===== config.mk =====
export PLATFORM = sky130hd
export DESIGN_NAME = sleep_aware_watchdog
export DESIGN_NICKNAME = d
export VERILOG_FILES = /design/src/wdt_pkg.sv /design/src/wdt_tick_if.sv /design/src/wdt_prescaler.sv /design/src/sleep_aware_watchdog.sv
export SDC_FILE = /design/constraint.sdc
export NUM_CORES = 1
export LEC_CHECK = 0
export BUFFER_PORTS_ARGS = -buffer_cell sky130_fd_sc_hd__buf_2
export CORE_AREA = 2 2 81 83
export DETAILED_ROUTE_END_ITERATION = 8
export DIE_AREA = 0 0 83 85
export PLACE_DENSITY = 0.69
export SLEW_MARGIN = 25
export SYNTH_ARGS = -nofsm -noshare
export SYNTH_HDL_FRONTEND = slang
export SYNTH_SLANG_ARGS = --single-unit
export TNS_END_PERCENT = 1

===== constraint.sdc =====
create_clock -name clk -period 4.18 [get_ports clk]
set_input_delay 0.836 -clock clk [delete_from_list [all_inputs] [get_ports clk]]
set_output_delay 0.836 -clock clk [all_outputs]
set_load 0.1 [all_outputs]

===== src/wdt_pkg.sv =====
// Purpose: Shared constants for the sleep-aware watchdog
// Assumes: 25 MHz core clock
// Notes:   Period select counts powers of two of the 1 ms base tick
package watchdog_pkg;

  // ----------------------------------------------------------------
  // Timing
  // ----------------------------------------------------------------
  localparam int CLK_PERIOD_NS = 40;
  localparam int TICK_TIME_NS  = 1000000;
  localparam int TICK_CYCLES   = TICK_TIME_NS / CLK_PERIOD_NS;

  // ----------------------------------------------------------------
  // Period select
  // ----------------------------------------------------------------
  localparam int         SEL_W       = 5;
  localparam int         CNT_W       = 19;
  localparam logic [4:0] SEL_MAX     = 5'h12;
  localparam logic [4:0] SEL_DEFAULT = 5'h0B;

  // ----------------------------------------------------------------
  // Enable configuration codes
  // ----------------------------------------------------------------
  localparam logic [1:0] EN_OFF      = 2'h0;
  localparam logic [1:0] EN_SOFTWARE = 2'h1;
  localparam logic [1:0] EN_RUN_ONLY = 2'h2;
  localparam logic [1:0] EN_ALWAYS   = 2'h3;

  // ----------------------------------------------------------------
  // System clock source codes
  // ----------------------------------------------------------------
  localparam logic [2:0] CLK_SECONDARY_OSC   = 3'h0;
  localparam logic [2:0] CLK_EXTERNAL_RC     = 3'h1;
  localparam logic [2:0] CLK_INTERNAL_OSC    = 3'h2;
  localparam logic [2:0] CLK_EXTERNAL_INPUT  = 3'h3;
  localparam logic [2:0] CLK_MEDIUM_CRYSTAL  = 3'h4;
  localparam logic [2:0] CLK_HIGH_SPEED_XTAL = 3'h5;
  localparam logic [2:0] CLK_LOW_POWER_XTAL  = 3'h6;

  typedef enum logic [1:0] {
    RUN_ST,
    SLEEP_ST,
    STARTUP_HOLD_ST
  } sleep_state_e;

endpackage


===== src/wdt_tick_if.sv =====
// Purpose: Carrier between watchdog control and its base tick divider
// Assumes: One clock domain
// Notes:   clr restarts the divider, tick is a one-cycle pulse
`timescale 1ns/1ps
interface tick_if;
  logic clr;
  logic tick;
  modport src  (input clr, output tick);
  modport sink (output clr, input tick);
endinterface


===== src/wdt_prescaler.sv =====
// Purpose: Divide the core clock down to the watchdog base tick
// Assumes: clr arrives with every watchdog counter clear
// Notes:   Clearing the divider too keeps the first period full length
`timescale 1ns/1ps
module tick_prescaler #(
  parameter int DIV = 25000
) (
  input  wire logic  clk,
  input  wire logic  arst_n,
  tick_if.src        tk
);

  localparam int W = $clog2(DIV);

  logic [W-1:0] div_r;
  logic         tick_r;
  wire          wrap = (div_r == W'(DIV - 1));
  wire  [W-1:0] div_nxt = (tk.clr || wrap) ? '0 : div_r + W'(1);

  initial begin
    if (DIV < 2) $error("DIV must be at least 2");
  end

  assign tk.tick = tick_r;

  always_ff @(posedge clk or negedge arst_n) begin
    if (!arst_n) begin
      div_r  <= '0;
      tick_r <= 1'b0;
    end else begin
      div_r  <= div_nxt;
      tick_r <= wrap && !tk.clr;
    end
  end

endmodule


===== src/sleep_aware_watchdog.sv =====
// Purpose: Watchdog counter with Sleep handling, wake and status flags
// Assumes: Control inputs synchronous to clk, pulses one cycle wide
// Notes:   Period is 1 ms times two to the power of the period select
`timescale 1ns/1ps
module sleep_aware_watchdog
  import watchdog_pkg::*;
#(
  parameter int TICK_DIV = TICK_CYCLES
) (
  input  wire logic             clk,
  input  wire logic             arst_n,
  input  wire logic [1:0]       watchdog_enable_config,
  input  wire logic             software_watchdog_enable,
  input  wire logic [SEL_W-1:0] watchdog_period_select,
  input  wire logic             period_load,
  input  wire logic [2:0]       system_clock_sel,
  input  wire logic             sleep_request,
  input  wire logic             wake_request,
  input  wire logic             oscillator_startup_timer_done,
  input  wire logic             watchdog_clear_instruction,
  input  wire logic             oscillator_fail,
  output logic [CNT_W-1:0]      watchdog_counter_r,
  output logic                  sleeping_r,
  output logic                  wake_r,
  output logic                  watchdog_reset_r,
  output logic                  timeout_flag_r,
  output logic                  powerdown_flag_r
);

  // ----------------------------------------------------------------
  // Elaboration checks
  // ----------------------------------------------------------------
  initial begin
    if (TICK_DIV < 2) $error("TICK_DIV must be at least 2");
    if (CNT_W < 32'(SEL_MAX) + 1) $error("CNT_W too small for SEL_MAX");
  end

  // ----------------------------------------------------------------
  // Decode
  // ----------------------------------------------------------------
  sleep_state_e     state_r;
  sleep_state_e     state_nxt;
  logic [SEL_W-1:0] sel_r;
  tick_if           tk ();

  wire in_run   = (state_r == RUN_ST);
  wire in_sleep = (state_r == SLEEP_ST);
  wire in_hold  = (state_r == STARTUP_HOLD_ST);

  // Config 10 counts only in run state, so Sleep keeps it at zero
  wire active = (watchdog_enable_config == EN_ALWAYS)
             || (watchdog_enable_config == EN_SOFTWARE
                 && software_watchdog_enable)
             || (watchdog_enable_config == EN_RUN_ONLY
                 && in_run);

  wire crystal = (system_clock_sel == CLK_MEDIUM_CRYSTAL)
              || (system_clock_sel == CLK_HIGH_SPEED_XTAL)
              || (system_clock_sel == CLK_LOW_POWER_XTAL);

  // Values beyond the longest period are clamped rather than wrapped
  wire [SEL_W-1:0] sel_clamped = (watchdog_period_select > SEL_MAX)
                               ? SEL_MAX : watchdog_period_select;
  wire [CNT_W-1:0] limit_m1 = (CNT_W'(1) << sel_r) - CNT_W'(1);

  wire expire       = active && tk.tick
                   && (watchdog_counter_r == limit_m1);
  wire enter_sleep  = in_run && sleep_request;
  wire expire_sleep = in_sleep && expire;
  wire exit_sleep   = in_sleep && (wake_request || expire);

  // Divider changes are not a clear term on purpose
  wire clear_cnt = !active
                || watchdog_clear_instruction
                || oscillator_fail
                || enter_sleep
                || exit_sleep
                || in_hold;

  wire expire_run = in_run && expire && !clear_cnt;

  wire [CNT_W-1:0] cnt_nxt = clear_cnt ? '0
                           : expire ? '0
                           : tk.tick ? watchdog_counter_r + CNT_W'(1)
                           : watchdog_counter_r;

  assign tk.clr = clear_cnt || expire;

  tick_prescaler #(
    .DIV (TICK_DIV)
  ) u_prescaler (
    .clk    (clk),
    .arst_n (arst_n),
    .tk     (tk)
  );

  // ----------------------------------------------------------------
  // Sleep sequencing
  // ----------------------------------------------------------------
  always_comb begin
    state_nxt = state_r;
    case (state_r)
      RUN_ST: begin
        if (enter_sleep) state_nxt = SLEEP_ST;
      end
      SLEEP_ST: begin
        if (exit_sleep) begin
          state_nxt = crystal ? STARTUP_HOLD_ST : RUN_ST;
        end
      end
      STARTUP_HOLD_ST: begin
        if (oscillator_startup_timer_done) state_nxt = RUN_ST;
      end
      default: state_nxt = RUN_ST;
    endcase
  end

  // Sleep time-out wakes, it never resets; flags tell the cause
  wire expire_any = expire_sleep || expire_run;
  wire timeout_flag_nxt = expire_any ? 1'b0
                        : enter_sleep ? 1'b1
                        : watchdog_clear_instruction ? 1'b1
                        : timeout_flag_r;
  wire powerdown_flag_nxt = expire_sleep ? 1'b0
                          : enter_sleep ? 1'b0
                          : watchdog_clear_instruction ? 1'b1
                          : powerdown_flag_r;

  // ----------------------------------------------------------------
  // Registers
  // ----------------------------------------------------------------
  always_ff @(posedge clk or negedge arst_n) begin
    if (!arst_n) begin
      state_r            <= RUN_ST;
      sel_r              <= SEL_DEFAULT;
      watchdog_counter_r <= '0;
      timeout_flag_r     <= 1'b1;
      powerdown_flag_r   <= 1'b1;
      sleeping_r         <= 1'b0;
      wake_r             <= 1'b0;
      watchdog_reset_r   <= 1'b0;
    end else begin
      state_r            <= state_nxt;
      sel_r              <= period_load ? sel_clamped : sel_r;
      watchdog_counter_r <= cnt_nxt;
      timeout_flag_r     <= timeout_flag_nxt;
      powerdown_flag_r   <= powerdown_flag_nxt;
      sleeping_r         <= (state_nxt == SLEEP_ST);
      wake_r             <= exit_sleep;
      watchdog_reset_r   <= expire_run;
    end
  end
endmodule


==> impl_results.md, run 1 <==
- CP Cell Sequence: nor3_1 > nand3b_1 > ha_1 > or4_1 > a211oi_2 > o21ai_1 > a2111oi_4 > nand4b_4 > nand2_2 > nor2_1
- Final number of setup-violating endpoints: 0
- Largest net degree at the start of global routing: 48
- Least setup slack across all paths after layout: 0.658 ns
- Fmax: 284 MHz
- 1st-pass router iterations: 4
- Width of the chip: 83 um
- Most common library cell in the layout ignoring fill and taps: sky130_fd_sc_hd__nor2_1
- Number of gates given a new drive strength after cts: 0
- Post-synthesis cell area: 2980 um^2
- Main combinational cell family by area after synthesis: simple AND/OR/NAND/NOR gates
- Synth Instances: 328
- Final Max Tran Viols: 0
- EDFF count, synth: 0
- Area share of and/or/nand/nor cells after synthesis: 27.4%
- Final non-filler cell area: 3280 um^2
- Average detailed-routed wire length per instance: 14.9 um
- Gr ovfl total: 0
- Compound-Gate Fraction of Synth Area: 13.6%
- Final setup TNS: 0 ns
- TritonCTS clock tree: done
- Net count of the mapped netlist: 350
- Floorplan core area: 6200 um^2
- Library cell contributing the largest single delay on the critical path: sky130_fd_sc_hd__dfrtp_1
- Clock slew seen by the registers of the worst setup and hold paths: 0.09 ns
- Cell type with the largest total area after synthesis: sky130_fd_sc_hd__dfrtp_1
- Number of setup buffers added after CTS: 0
- Share of synthesized area occupied by flip-flops and latches: 39.7%
- Ys async rst share: 100%
- Height of the die: 85 um
- Sort of element at the start of the critical path: flip-flop
- Data arrival time of the worst path: 3.70 ns
- Remaining max-slew budget at the tightest pin: 59.5%
- Total Wirelength: 6.53 mm
- Worst Hold Class: flip-flop to flip-flop
- Count of cell types in the netlist: 66
- Library cell used as clock root buffer: sky130_fd_sc_hd__clkbuf_8
- Antenna violations before repair: 0
- Synth Area in XOR/XNOR: 11.6%
- # hold bufs at CTS: 0
- Peak ir drop on the vdd network: 211 uV
- Main synth FF type: sky130_fd_sc_hd__dfrtp_1
- DR vias: 2,457
- # placed instances: 431
- Via density per instance: 5.60
- Kind of cell adding the most delay to the critical path: simple AND/OR/NAND/NOR gates
- Hold Violations, Final: 0
- Post-layout minimum cycle time: 3.52 ns
- Warnings, synthesis: 0
- Filler cells: 608
- Non-filler cells in the finished layout: 439
- Adder-cell area share of the yosys netlist: 1.26%
- Starting DRT DRC Count: 176
- Maximum level of the CTS H-tree: 2
- Kind of critical path: flip-flop to flip-flop
- Area share of the largest cell type after synthesis: 35.3%
- Post-detailed-placement cell area: 3190 um^2
- Number of global-route vias before repair: 2,324
- Commonest non-fill, non-tap cells in the layout: sky130_fd_sc_hd__nor2_1, sky130_fd_sc_hd__dfrtp_1, sky130_fd_sc_hd__buf_2
- Count of unresolved DRC violations after routing: 0
- Seq cells post-synth: 47
- Cell types occupying the most area after synthesis: sky130_fd_sc_hd__dfrtp_1, sky130_fd_sc_hd__nor2_1, sky130_fd_sc_hd__xor2_1
- Core Rows: 29
- Leakage dissipation: 1.45 nW
- Fraction of synthesized area in multiplexers: 1.76%
- RSZ-0062 raised after global routing: false
- Result of the run: finished, final reports clean
- Final critical-path share of the clock period: 84.3%
- Clock insertion delay at the later pin of the skew report: 0.30 ns
- Synth Area per Inst: 9.08 um^2
- Detail Placement HPWL: 4.62 mm
- Worst setup skew after layout: 0.00534 ns
- Worst setup slack after placement: 0.688 ns
- Number of clock sinks seen by CTS: 47
- Net total in the final layout: 383
- Detail Route Antenna Nets: 0
- Register-to-Register Setup Slack: 0.66 ns
- Number of buffers created by CTS: 5
- Synth-to-layout area growth: 10.3%
- Crit path buf inv count: 0
- Total power per unit cell area: 302 nW/um^2
- Gp weighted congestion: 0.876
- Antenna Cells: 0
- Peak fanout along the critical path: 22
- Maximum root-to-sink buffer count: 2
- Delay of the slowest critical-path stage: 0.52 ns
- Slew @ Worst Pin: 0.603 ns
- Share of final-layout standard cells stronger than drive strength 1: 19.6%
- Data required time of the worst path: 4.35 ns
- Total Routing Usage GR: 19.1%
- Max-cap violations: 0
- Starting utilization of the core area: 48.0%
- Worst setup EP type: flip-flop
- Buffers added on ports: 42
- Boundary Pins: 43
- DIE AREA: 7060 um^2
- First-pass GRT wire length: 11.0 mm
where the power goes:
| group | internal, mW | switching, mW |
|---|---|---|
| Sequential | 0.473 | 0.0256 |
| Combinational | 0.0698 | 0.142 |
| Clock | 0.120 | 0.162 |
| Total | 0.664 | 0.329 |
synthesized netlist by cell type (all sizes together), types with 4 or more instances:
cell,n
o21ai,16
nand4,7
and3,12
dfrtp,42
a211oi,6
clkbuf,5
inv,8
a21oi,5
o31a,4
nor2b,5
nor3,4
nor2,58
nand2,21
nor4,6
nand3,18
dfstp,5
xnor2,16
xor2,21
buf,13
through the flow:
step,util (%),power [mW],hold WS (ns)
final,52.9,0.993,0.473
after CTS,52.9,1.00,0.473
after global placement,51.4,0.715,0.454
after floorplan,-,0.673,0.431
after global routing,52.9,1.04,0.511
after detailed placement,51.4,0.718,0.459
cells by family after synthesis:
family	count (synthesis)
simple gates	155
fa+ha+maj	3
flops	47
xor+xnor	38
buf+inv	26
mux	5
compound gates	54
worst paths after layout:
| kind | start | endpoint | cells past startpoint |
|---|---|---|---|
| hold / removal | u_prescaler.div_r[0] | u_prescaler.div_r[0] | 1 |
| min in group asynchronous | arst_n | wake_r | 1 |
| hold reg to reg | u_prescaler.div_r[0] | u_prescaler.div_r[0] | 1 |
| max in group asynchronous | arst_n | watchdog_counter_r[12] | 1 |
| setup / recovery | sel_r[2] | watchdog_counter_r[11] | 10 |
| setup reg to reg | sel_r[2] | watchdog_counter_r[11] | 10 |
metal layers:
layer | track usage [%] | up-vias | wire length, um
li1 | - | 1216 | -
met3 | 3.70 | 9 | 255
met5 | 0 | - | 0
met1 | 25.7 | 1174 | 3060
met4 | 6.26 | 0 | 95
met2 | 31.2 | 58 | 3120
flip-flops by register name, indices dropped and copies added, names as in the netlist:
name	count
state_r	2
u_prescaler.div_r	15
watchdog_reset_r	1
watchdog_counter_r	19
u_prescaler.tk.tick	1
sel_r	5
timeout_flag_r	1
powerdown_flag_r	1
sleeping_r	1
wake_r	1
cell type report:
cell class | count | area (um^2) | area share (%)
inverters | 8 | 30.0 | 0.915
well taps | 77 | 96.3 | 2.93
clock buffers | 6 | 72.6 | 2.21
repair buffers | 44 | 228 | 6.94
flip-flops and latches | 47 | 1180 | 36.0
clock inverters | 2 | 16.3 | 0.495
multi-input cells | 255 | 1660 | 50.5
(Power assumes the default switching activity.)
==> inputs of run 2 (changes only) <==
ABC_AREA = 1   (was not set)
CORE_AREA = 2 2 88 90   (was 2 2 81 83)
DIE_AREA = 0 0 90 92   (was 0 0 83 85)
PLACE_DENSITY = 0.68   (was 0.69)
clock period = 3.4 ns   (was 4.18 ns; I/O delays follow)
==> run 2 against run 1 <==
  * Hold slack worse by 0.096 ns
  * Register-to-register slack worse by 0.37 ns
  * Area after synthesis grew 19%
  * Combinational power grew 43%
  * Sequential power is 19% higher
  * Power is 27% higher
  * Synthesized cell count rose by 66%
  * Flip-flop and latch count stayed put
  * Highest routed layer unchanged
  * Sequential share of layout area fell by 6.1 points
  * Non-clock buffer count up 3
  * Largest cell class unchanged
  * Critical path depth increased by 6
==> impl_results.md, run 2 <==
- Worst setup EP type: flip-flop (unchanged)
- Buffers added on ports: 42 (unchanged)
- Kind of critical path: flip-flop to flip-flop (unchanged)
- Kind of cell adding the most delay to the critical path: simple AND/OR/NAND/NOR gates (unchanged)
- Registers with the most flip-flops: watchdog_counter_r: 19 flops, u_prescaler.div_r: 15 flops, sel_r: 5 flops (unchanged)
- Cell types occupying the most area after synthesis: sky130_fd_sc_hd__dfrtp_1, sky130_fd_sc_hd__nand2_1, sky130_fd_sc_hd__nor2_1 (was sky130_fd_sc_hd__dfrtp_1, sky130_fd_sc_hd__nor2_1, sky130_fd_sc_hd__xor2_1)
- Sequential power share: 46.9% (was 50.3%)
- Count of cell types in the netlist: 34 (was 66)
- Number of setup buffers added after CTS: 0 (unchanged)
- Seq cells post-synth: 47 (unchanged)
- First-pass GRT wire length: 15.5 mm (was 11.0 mm)
- Most instantiated cells after synthesis: sky130_fd_sc_hd__nand2_1, sky130_fd_sc_hd__nor2_1, sky130_fd_sc_hd__inv_1 (was sky130_fd_sc_hd__nor2_1, sky130_fd_sc_hd__dfrtp_1, sky130_fd_sc_hd__xor2_1)
- Final number of setup-violating endpoints: 0 (unchanged)
- 1st-pass router iterations: 4 (unchanged)
- Synth-to-layout area growth: 11.7% (was 10.3%)
- CP startpoint: sel_r[0] (was sel_r[2])
- Cell type with the largest total area after synthesis: sky130_fd_sc_hd__dfrtp_1 (unchanged)
- Net total in the final layout: 608 (was 383)
- Library cell used as clock root buffer: sky130_fd_sc_hd__clkbuf_8 (unchanged)
- Least setup slack across all paths after layout: 0.286 ns (was 0.658 ns)
- Post-layout minimum cycle time: 3.11 ns (was 3.52 ns)
- Ys async rst share: 100% (unchanged)
- Starting DRT DRC Count: 237 (was 176)
- Clock share of power: 29.2% (was 28.4%)
- Starting utilization of the core area: 47.6% (was 48.0%)
- DIE AREA: 8280 um^2 (was 7060 um^2)
- Hold Violations, Final: 0 (unchanged)
- Data arrival time of the worst path: 3.34 ns (was 3.70 ns)
- Net switching power: 0.453 mW (was 0.329 mW)
- Final Max Tran Viols: 0 (unchanged)
- Most common library cell in the layout ignoring fill and taps: sky130_fd_sc_hd__nand2_1 (was sky130_fd_sc_hd__nor2_1)
- Largest net degree at the start of global routing: 48 (unchanged)
- Utilization after layout: 53.2% (was 52.9%)
- Number of gates given a new drive strength after cts: 0 (unchanged)
- EDFF count, synth: 0 (unchanged)
- Critical R2R Launch: sel_r[0] (was sel_r[2])
- Boundary Pins: 43 (unchanged)
- Detail Route Antenna Nets: 0 (unchanged)
- Delay of the slowest critical-path stage: 0.61 ns (was 0.52 ns)
- Slew @ Worst Pin: 0.607 ns (was 0.603 ns)
- Gp weighted congestion: 0.919 (was 0.876)
- Clock slew seen by the registers of the worst setup and hold paths: 0.11 ns (was 0.09 ns)
- TritonCTS clock tree: done (unchanged)
- Non-filler cells in the finished layout: 689 (was 439)
- Share of final-layout standard cells stronger than drive strength 1: 14.1% (was 19.6%)
- Post-detailed-placement cell area: 3850 um^2 (was 3190 um^2)
- Final setup TNS: 0 ns (unchanged)
- Height of the die: 92 um (was 85 um)
- # placed instances: 681 (was 431)
- Final critical-path share of the clock period: 91.6% (was 84.3%)
- Final non-filler cell area: 3960 um^2 (was 3280 um^2)
- Floorplan core area: 7450 um^2 (was 6200 um^2)
- Peak ir drop on the vdd network: 284 uV (was 211 uV)
- Commonest non-fill, non-tap cells in the layout: sky130_fd_sc_hd__nand2_1, sky130_fd_sc_hd__nor2_1, sky130_fd_sc_hd__inv_1 (was sky130_fd_sc_hd__nor2_1, sky130_fd_sc_hd__dfrtp_1, sky130_fd_sc_hd__buf_2)
- # hold bufs at CTS: 0 (unchanged)
- Clock insertion delay at the later pin of the skew report: 0.31 ns (was 0.30 ns)
- Antenna violations before repair: 0 (unchanged)
- Share of synthesized area occupied by flip-flops and latches: 33.4% (was 39.7%)
- Register with the highest flop count: watchdog_counter_r (unchanged)
- Synth Instances: 543 (was 328)
- Area share of the largest cell type after synthesis: 29.7% (was 35.3%)
- Sort of element at the start of the critical path: flip-flop (unchanged)
- CP Cell Sequence: inv_1 > nor2_2 > nand3_1 > ha_1 > or2_2 > nand3_1 > nor2_1 > nand3_1 > nor2_1 > nand2_1 > nor2_1 > nand4_1 > nor2_2 > nor2_4 > nand3_2 > nor3_1 (was nor3_1 > nand3b_1 > ha_1 > or4_1 > a211oi_2 > o21ai_1 > a2111oi_4 > nand4b_4 > nand2_2 > nor2_1)
- Crit path buf inv count: 1 (was 0)
- Gr ovfl total: 0 (unchanged)
- Number of buffers created by CTS: 5 (unchanged)
- Number of clock sinks seen by CTS: 47 (unchanged)
- Warnings, synthesis: 0 (unchanged)
- Post-synthesis cell area: 3540 um^2 (was 2980 um^2)
- Count of unresolved DRC violations after routing: 0 (unchanged)
- RSZ-0062 raised after global routing: false (unchanged)
- Total Routing Usage GR: 22.8% (was 19.1%)
- Fmax: 321 MHz (was 284 MHz)
- Flip-flop count of the largest register after layout: 19 (unchanged)
- Main synth FF type: sky130_fd_sc_hd__dfrtp_1 (unchanged)
- Remaining max-slew budget at the tightest pin: 59.2% (was 59.5%)
- Synth Area per Inst: 6.53 um^2 (was 9.08 um^2)
- Data required time of the worst path: 3.63 ns (was 4.35 ns)
- DR vias: 3,585 (was 2,457)
- Worst setup skew after layout: 0.0107 ns (was 0.00534 ns)
- Total power per unit cell area: 320 nW/um^2 (was 302 nW/um^2)
- Library cell contributing the largest single delay on the critical path: sky130_fd_sc_hd__dfstp_2 (was sky130_fd_sc_hd__dfrtp_1)
- Total Wirelength: 9.00 mm (was 6.53 mm)
- Number of global-route vias before repair: 3,442 (was 2,324)
- Maximum level of the CTS H-tree: 2 (unchanged)
- Maximum root-to-sink buffer count: 2 (unchanged)
- Library cell with the highest instance count after synthesis: sky130_fd_sc_hd__nand2_1 (was sky130_fd_sc_hd__nor2_1)
- Worst Hold Class: input port to async pin (was flip-flop to flip-flop)
- Detail Placement HPWL: 6.99 mm (was 4.62 mm)
- Leakage dissipation: 1.92 nW (was 1.45 nW)
- Switching Share: 35.8% (was 33.2%)
- Peak fanout along the critical path: 15 (was 22)
- Internal power summed over all cells: 0.813 mW (was 0.664 mW)
- Max-cap violations: 0 (unchanged)
- Result of the run: finished, final reports clean (unchanged)
- Net count of the mapped netlist: 565 (was 350)
- Average detailed-routed wire length per instance: 13.1 um (was 14.9 um)
- Worst setup slack after placement: 0.204 ns (was 0.688 ns)
- Part of the power in combinational logic: 23.9% (was 21.3%)
- Core Rows: 32 (was 29)
- Width of the chip: 90 um (was 83 um)
- Antenna Cells: 0 (unchanged)
- Via density per instance: 5.20 (was 5.60)
## run 2: path summary, 6_finish.rpt
kind | depth (start not counted) | slack (ns) | to
min | 1 | 0.38 | watchdog_counter_r[18]
max in group asynchronous | 1 | 2.61 | watchdog_counter_r[2]
max | 16 | 0.29 | u_prescaler.div_r[2]
max reg2reg | 16 | 0.29 | u_prescaler.div_r[2]
min in group clk | 1 | 0.47 | u_prescaler.div_r[0]
min reg2reg | 1 | 0.47 | u_prescaler.div_r[0]
## run 2: logic make-up after synthesis
logic type / count (synthesis) / synth area share, %
compound gates: 32 / 5.19
fa+ha+maj: 3 / 1.06
xor+xnor: 28 / 6.92
flops: 47 / 33.4
simple gates: 348 / 43.8
buf+inv: 85 / 9.67
## run 2: power groups by stage
| stage | registers (mW) | clock network (mW) | logic [mW] |
|---|---|---|---|
| final | 0.593 | 0.370 | 0.303 |
| after global routing | 0.595 | 0.404 | 0.338 |
| after CTS | 0.593 | 0.382 | 0.301 |
| after detailed placement | 0.603 | 0 | 0.300 |
| after global placement | 0.602 | 0 | 0.298 |
| after floorplan | 0.646 | 0 | 0.181 |
## run 2: through the flow
| stage | hold WS [ns] | power [mW] |
|---|---|---|
| final | 0.377 | 1.27 |
| after global routing | 0.421 | 1.34 |
| after CTS | 0.475 | 1.28 |
| after detailed placement | 0.460 | 0.903 |
| after global placement | 0.448 | 0.900 |
| after floorplan | 0.384 | 0.828 |
## run 2: per-layer routing
metal	vias up	global-route usage [%]	part of all wire (%)
met5	-	0	0
met3	7	2.63	3.5
met2	60	41.2	50
li1	1819	-	-
met1	1699	28.9	45
met4	0	6.03	1.0
## run 2: final cells by class
class | instances | area [um^2]
Inverter | 74 | 278
Fill cell | 780 | 3490
Tap cell | 102 | 128
Clock inverter | 3 | 27.5
Multi-Input combinational cell | 411 | 2020
Sequential cell | 47 | 1180
Timing Repair Buffer | 47 | 250
Clock buffer | 5 | 68.8
==> inputs of run 3 (changes only) <==
CORE_AREA = 2 2 91 93   (was 2 2 88 90)
DIE_AREA = 0 0 93 95   (was 0 0 90 92)
PLACE_DENSITY = 0.69   (was 0.68)
SKIP_CTS_REPAIR_TIMING = 1   (was not set)
SYNTH_HIERARCHICAL = 1   (was not set)
clock period = 4 ns   (was 3.4 ns; I/O delays follow)
==> run 3 against run 2 <==
  * Critical path depth increased by 3
  * Register-to-register slack improved by 0.67 ns
  * Fmax increased by 2.2%
  * Sequential share of layout area decreased by 1.9 points
  * Clock power increased by 2%
  * Non-clock buffer count decreased by 1
  * Global-route usage increased by 1.1 points
  * Sequential power decreased by 15%
  * Hold slack improved by 0.12 ns
  * Highest routed layer unchanged
  * Die area increased by 6.7%
  * Wire length increased by 12%
==> impl_results.md, run 3 <==
- RSZ-0062 raised after global routing: false (unchanged)
- Largest net degree at the start of global routing: 48 (unchanged)
- Library cell contributing the largest single delay on the critical path: sky130_fd_sc_hd__dfstp_2 (unchanged)
- Post-layout minimum cycle time: 3.05 ns (was 3.11 ns)
- Sort of element at the start of the critical path: flip-flop (unchanged)
- Flip-flop count of the largest register after layout: 19 (unchanged)
- Crit path buf inv count: 2 (was 1)
- Main synth FF type: sky130_fd_sc_hd__dfrtp_1 (unchanged)
- Peak ir drop on the vdd network: 180 uV (was 284 uV)
- Area share of the largest cell type after synthesis: 27.4% (was 29.7%)
- Core Rows: 33 (was 32)
- First-pass GRT wire length: 17.0 mm (was 15.5 mm)
- Count of cell types in the netlist: 37 (was 34)
- Kind of cell adding the most delay to the critical path: simple AND/OR/NAND/NOR gates (unchanged)
- Number of clock sinks seen by CTS: 47 (unchanged)
- CP Cell Sequence: inv_1 > nor3_1 > nand2_1 > ha_1 > or2_2 > nand3_1 > nor2_1 > nand3_1 > nor2_1 > nand2_1 > nor2_1 > nand3_1 > nor2_1 > nand3_1 > nand2_1 > nand2_1 > buf_4 > nand4_1 > nand2_1 (was inv_1 > nor2_2 > nand3_1 > ha_1 > or2_2 > nand3_1 > nor2_1 > nand3_1 > nor2_1 > nand2_1 > nor2_1 > nand4_1 > nor2_2 > nor2_4 > nand3_2 > nor3_1)
- DIE AREA: 8840 um^2 (was 8280 um^2)
- Net count of the mapped netlist: 611 (was 565)
- Maximum level of the CTS H-tree: 2 (unchanged)
- Register with the highest flop count: watchdog_counter_r (unchanged)
- Hold Crit Start: u_prescaler/div_r[0]
- Warnings, synthesis: 6 (was 0)
- Gr ovfl total: 0 (unchanged)
- Share of synthesized area occupied by flip-flops and latches: 30.9% (was 33.4%)
- Synth-to-layout area growth: 10.2% (was 11.7%)
- Post-synthesis cell area: 3830 um^2 (was 3540 um^2)
- Filler cells: 822 (was 780)
- Remaining max-slew budget at the tightest pin: 58.7% (was 59.2%)
- Clock share of power: 33.2% (was 29.2%)
- Detail Route Antenna Nets: 0 (unchanged)
- Part of the power in combinational logic: 22.2% (was 23.9%)
- Final Max Tran Viols: 0 (unchanged)
- Kind of critical path: flip-flop to flip-flop (unchanged)
- Net total in the final layout: 646 (was 608)
- Registers with the most flip-flops: watchdog_counter_r: 19 flops, u_prescaler/div_r: 15 flops, sel_r: 5 flops (was watchdog_counter_r: 19 flops, u_prescaler.div_r: 15 flops, sel_r: 5 flops)
- Peak fanout along the critical path: 37 (was 15)
- Switching Share: 32.8% (was 35.8%)
- # placed instances: 722 (was 681)
- EDFF count, synth: 0 (unchanged)
- Cell depth of the worst min-delay path: 1
- Share of final-layout standard cells stronger than drive strength 1: 14.1% (about the same)
- Cell type with the largest total area after synthesis: sky130_fd_sc_hd__dfrtp_1 (unchanged)
- Clock slew seen by the registers of the worst setup and hold paths: 0.09 ns (was 0.11 ns)
- Seq cells post-synth: 47 (unchanged)
- Cell types occupying the most area after synthesis: sky130_fd_sc_hd__dfrtp_1, sky130_fd_sc_hd__nand2_1, sky130_fd_sc_hd__nand4_1 (was sky130_fd_sc_hd__dfrtp_1, sky130_fd_sc_hd__nand2_1, sky130_fd_sc_hd__nor2_1)
- Antenna violations before repair: 0 (unchanged)
- Detail Placement HPWL: 7.81 mm (was 6.99 mm)
- Boundary Pins: 43 (unchanged)
- TritonCTS clock tree: done (unchanged)
- Hold Violations, Final: 0 (unchanged)
- Via density per instance: 5.29 (was 5.20)
- Worst min-delay path endpoint: u_prescaler/div_r[0]
- Number of buffers created by CTS: 5 (unchanged)
- Sequential power share: 44.6% (was 46.9%)
- Starting DRT DRC Count: 172 (was 237)
- Synth Area per Inst: 6.51 um^2 (was 6.53 um^2)
- Top cell by count, worst path: sky130_fd_sc_hd__nand2_1
- Final setup TNS: 0 ns (unchanged)
- Worst setup EP type: flip-flop (unchanged)
- Register-to-Register Setup Slack: 0.95 ns (was 0.29 ns)
- Worst setup skew after layout: 0.00524 ns (was 0.0107 ns)
- Floorplan core area: 7930 um^2 (was 7450 um^2)
- Total Routing Usage GR: 23.9% (was 22.8%)
- Total power per unit cell area: 268 nW/um^2 (was 320 nW/um^2)
- Number of global-route vias before repair: 3,654 (was 3,442)
- Ys async rst share: 100% (unchanged)
- Most common library cell in the layout ignoring fill and taps: sky130_fd_sc_hd__nand2_1 (unchanged)
- Data arrival time of the worst path: 3.29 ns (was 3.34 ns)
- Gp weighted congestion: 0.978 (was 0.919)
- CP startpoint: sel_r[0] (unchanged)
- Number of cells on the worst reg-to-reg path: 19 (was 16)
- Non-filler cells in the finished layout: 730 (was 689)
- Clock insertion delay at the later pin of the skew report: 0.30 ns (was 0.31 ns)
- Library cell with the highest instance count after synthesis: sky130_fd_sc_hd__nand2_1 (unchanged)
- Result of the run: finished, final reports clean (unchanged)
- Library cell used as clock root buffer: sky130_fd_sc_hd__clkbuf_8 (unchanged)
- Max-cap violations: 0 (unchanged)
- DR vias: 3,861 (was 3,585)
- 1st-pass router iterations: 5 (was 4)
- Buffers added on ports: 42 (unchanged)
- Delay of the slowest critical-path stage: 0.59 ns (was 0.61 ns)
- Leakage dissipation: 2.30 nW (was 1.92 nW)
- Critical R2R Capture: watchdog_counter_r[10] (was u_prescaler.div_r[2])
- Antenna Cells: 0 (unchanged)
- Critical R2R Launch: sel_r[0] (unchanged)
- Internal power summed over all cells: 0.761 mW (was 0.813 mW)
- Slew @ Worst Pin: 0.619 ns (was 0.607 ns)
- Starting utilization of the core area: 48.3% (was 47.6%)
- Synth Instances: 589 (was 543)
- Count of unresolved DRC violations after routing: 0 (unchanged)
- Net switching power: 0.372 mW (was 0.453 mW)
- Commonest non-fill, non-tap cells in the layout: sky130_fd_sc_hd__nand2_1, sky130_fd_sc_hd__inv_1, sky130_fd_sc_hd__nor2_1 (was sky130_fd_sc_hd__nand2_1, sky130_fd_sc_hd__nor2_1, sky130_fd_sc_hd__inv_1)
- Worst Hold Class: flip-flop to flip-flop (was input port to async pin)
- Final number of setup-violating endpoints: 0 (unchanged)
- Average detailed-routed wire length per instance: 13.8 um (was 13.1 um)
- Most instantiated cells after synthesis: sky130_fd_sc_hd__nand2_1, sky130_fd_sc_hd__inv_1, sky130_fd_sc_hd__nor2_1 (was sky130_fd_sc_hd__nand2_1, sky130_fd_sc_hd__nor2_1, sky130_fd_sc_hd__inv_1)
- Total Wirelength: 10.1 mm (was 9.00 mm)
- Width of the chip: 93 um (was 90 um)
- Fmax: 328 MHz (was 321 MHz)
- Data required time of the worst path: 4.24 ns (was 3.63 ns)
- Height of the die: 95 um (was 92 um)
- Final critical-path share of the clock period: 76.2% (was 91.6%)
- Maximum root-to-sink buffer count: 2 (unchanged)
-- run 3: changes by cell type after synthesis, sizes merged, moves of 5 or more --
| cell | delta |
|---|---|
| a21oi | -8 |
| inv | +21 |
| nand2 | +5 |
| nand3 | +5 |
| nand4 | +30 |
| nor2 | -11 |
| xor2 | +6 |
-- run 3: cell families after synthesis --
family | Yosys count | share of synthesized area (%)
xor+xnor | 33 | 7.74
compound gates | 20 | 2.81
simple gates | 373 | 45.5
fa+ha+maj | 3 | 0.980
flops | 47 | 30.9
buf+inv | 113 | 12.1
-- run 3: layer usage --
layer,routed length [um],GRT usage (%)
met4,246,8.70
met2,4820,39.7
met1,4650,32.3
met5,0,0
met3,380,2.47
-- run 3: worst max-delay path by stage --
| stage | endpoint | slack (ns) | cells after the start |
|---|---|---|---|
| floorplan | watchdog_counter_r[17] | 1.33 | 21 |
| global placement | watchdog_counter_r[4] | 1.06 | 19 |
| detailed placement | watchdog_counter_r[10] | 0.97 | 19 |
| CTS | watchdog_counter_r[10] | 0.94 | 19 |
| global route | watchdog_counter_r[15] | 0.54 | 19 |
| finish | watchdog_counter_r[10] | 0.95 | 19 |
-- run 3: power by group through the flow --
stage	clock network, mW	registers [mW]	logic [mW]
after floorplan	0	0.549	0.160
after CTS	0.391	0.505	0.251
after global placement	0	0.513	0.246
after detailed placement	0	0.514	0.250
after global routing	0.405	0.507	0.279
final	0.376	0.505	0.252
-- run 3: layout make-up --
cell class,instances,area [um^2],share of cell area (%)
clock buffer,6,82.6,1.95
clock inverter,2,38.8,0.918
inverter,95,357,8.44
multi-input combinational,429,2190,51.9
sequential,47,1180,28.0
tap,105,131,3.11
timing repair buffer,46,240,5.69
-- run 3: metrics by stage --
| step | utilization [%] | worst slack (ns) | instance area [um^2] | hold slack [ns] | power, mW |
|---|---|---|---|---|---|
| 2_1_floorplan | - | 1.33 | 3830 | 0.450 | 0.710 |
| 5_1_grt | 53.3 | 0.537 | 4220 | 0.523 | 1.19 |
| 4_1_cts | 53.3 | 0.942 | 4220 | 0.496 | 1.15 |
| 3_5_place_dp | 51.8 | 0.974 | 4100 | 0.479 | 0.764 |
| 3_3_place_gp | 51.8 | 1.06 | 4100 | 0.470 | 0.759 |
| 6_report | 53.3 | 0.952 | 4220 | 0.492 | 1.13 |
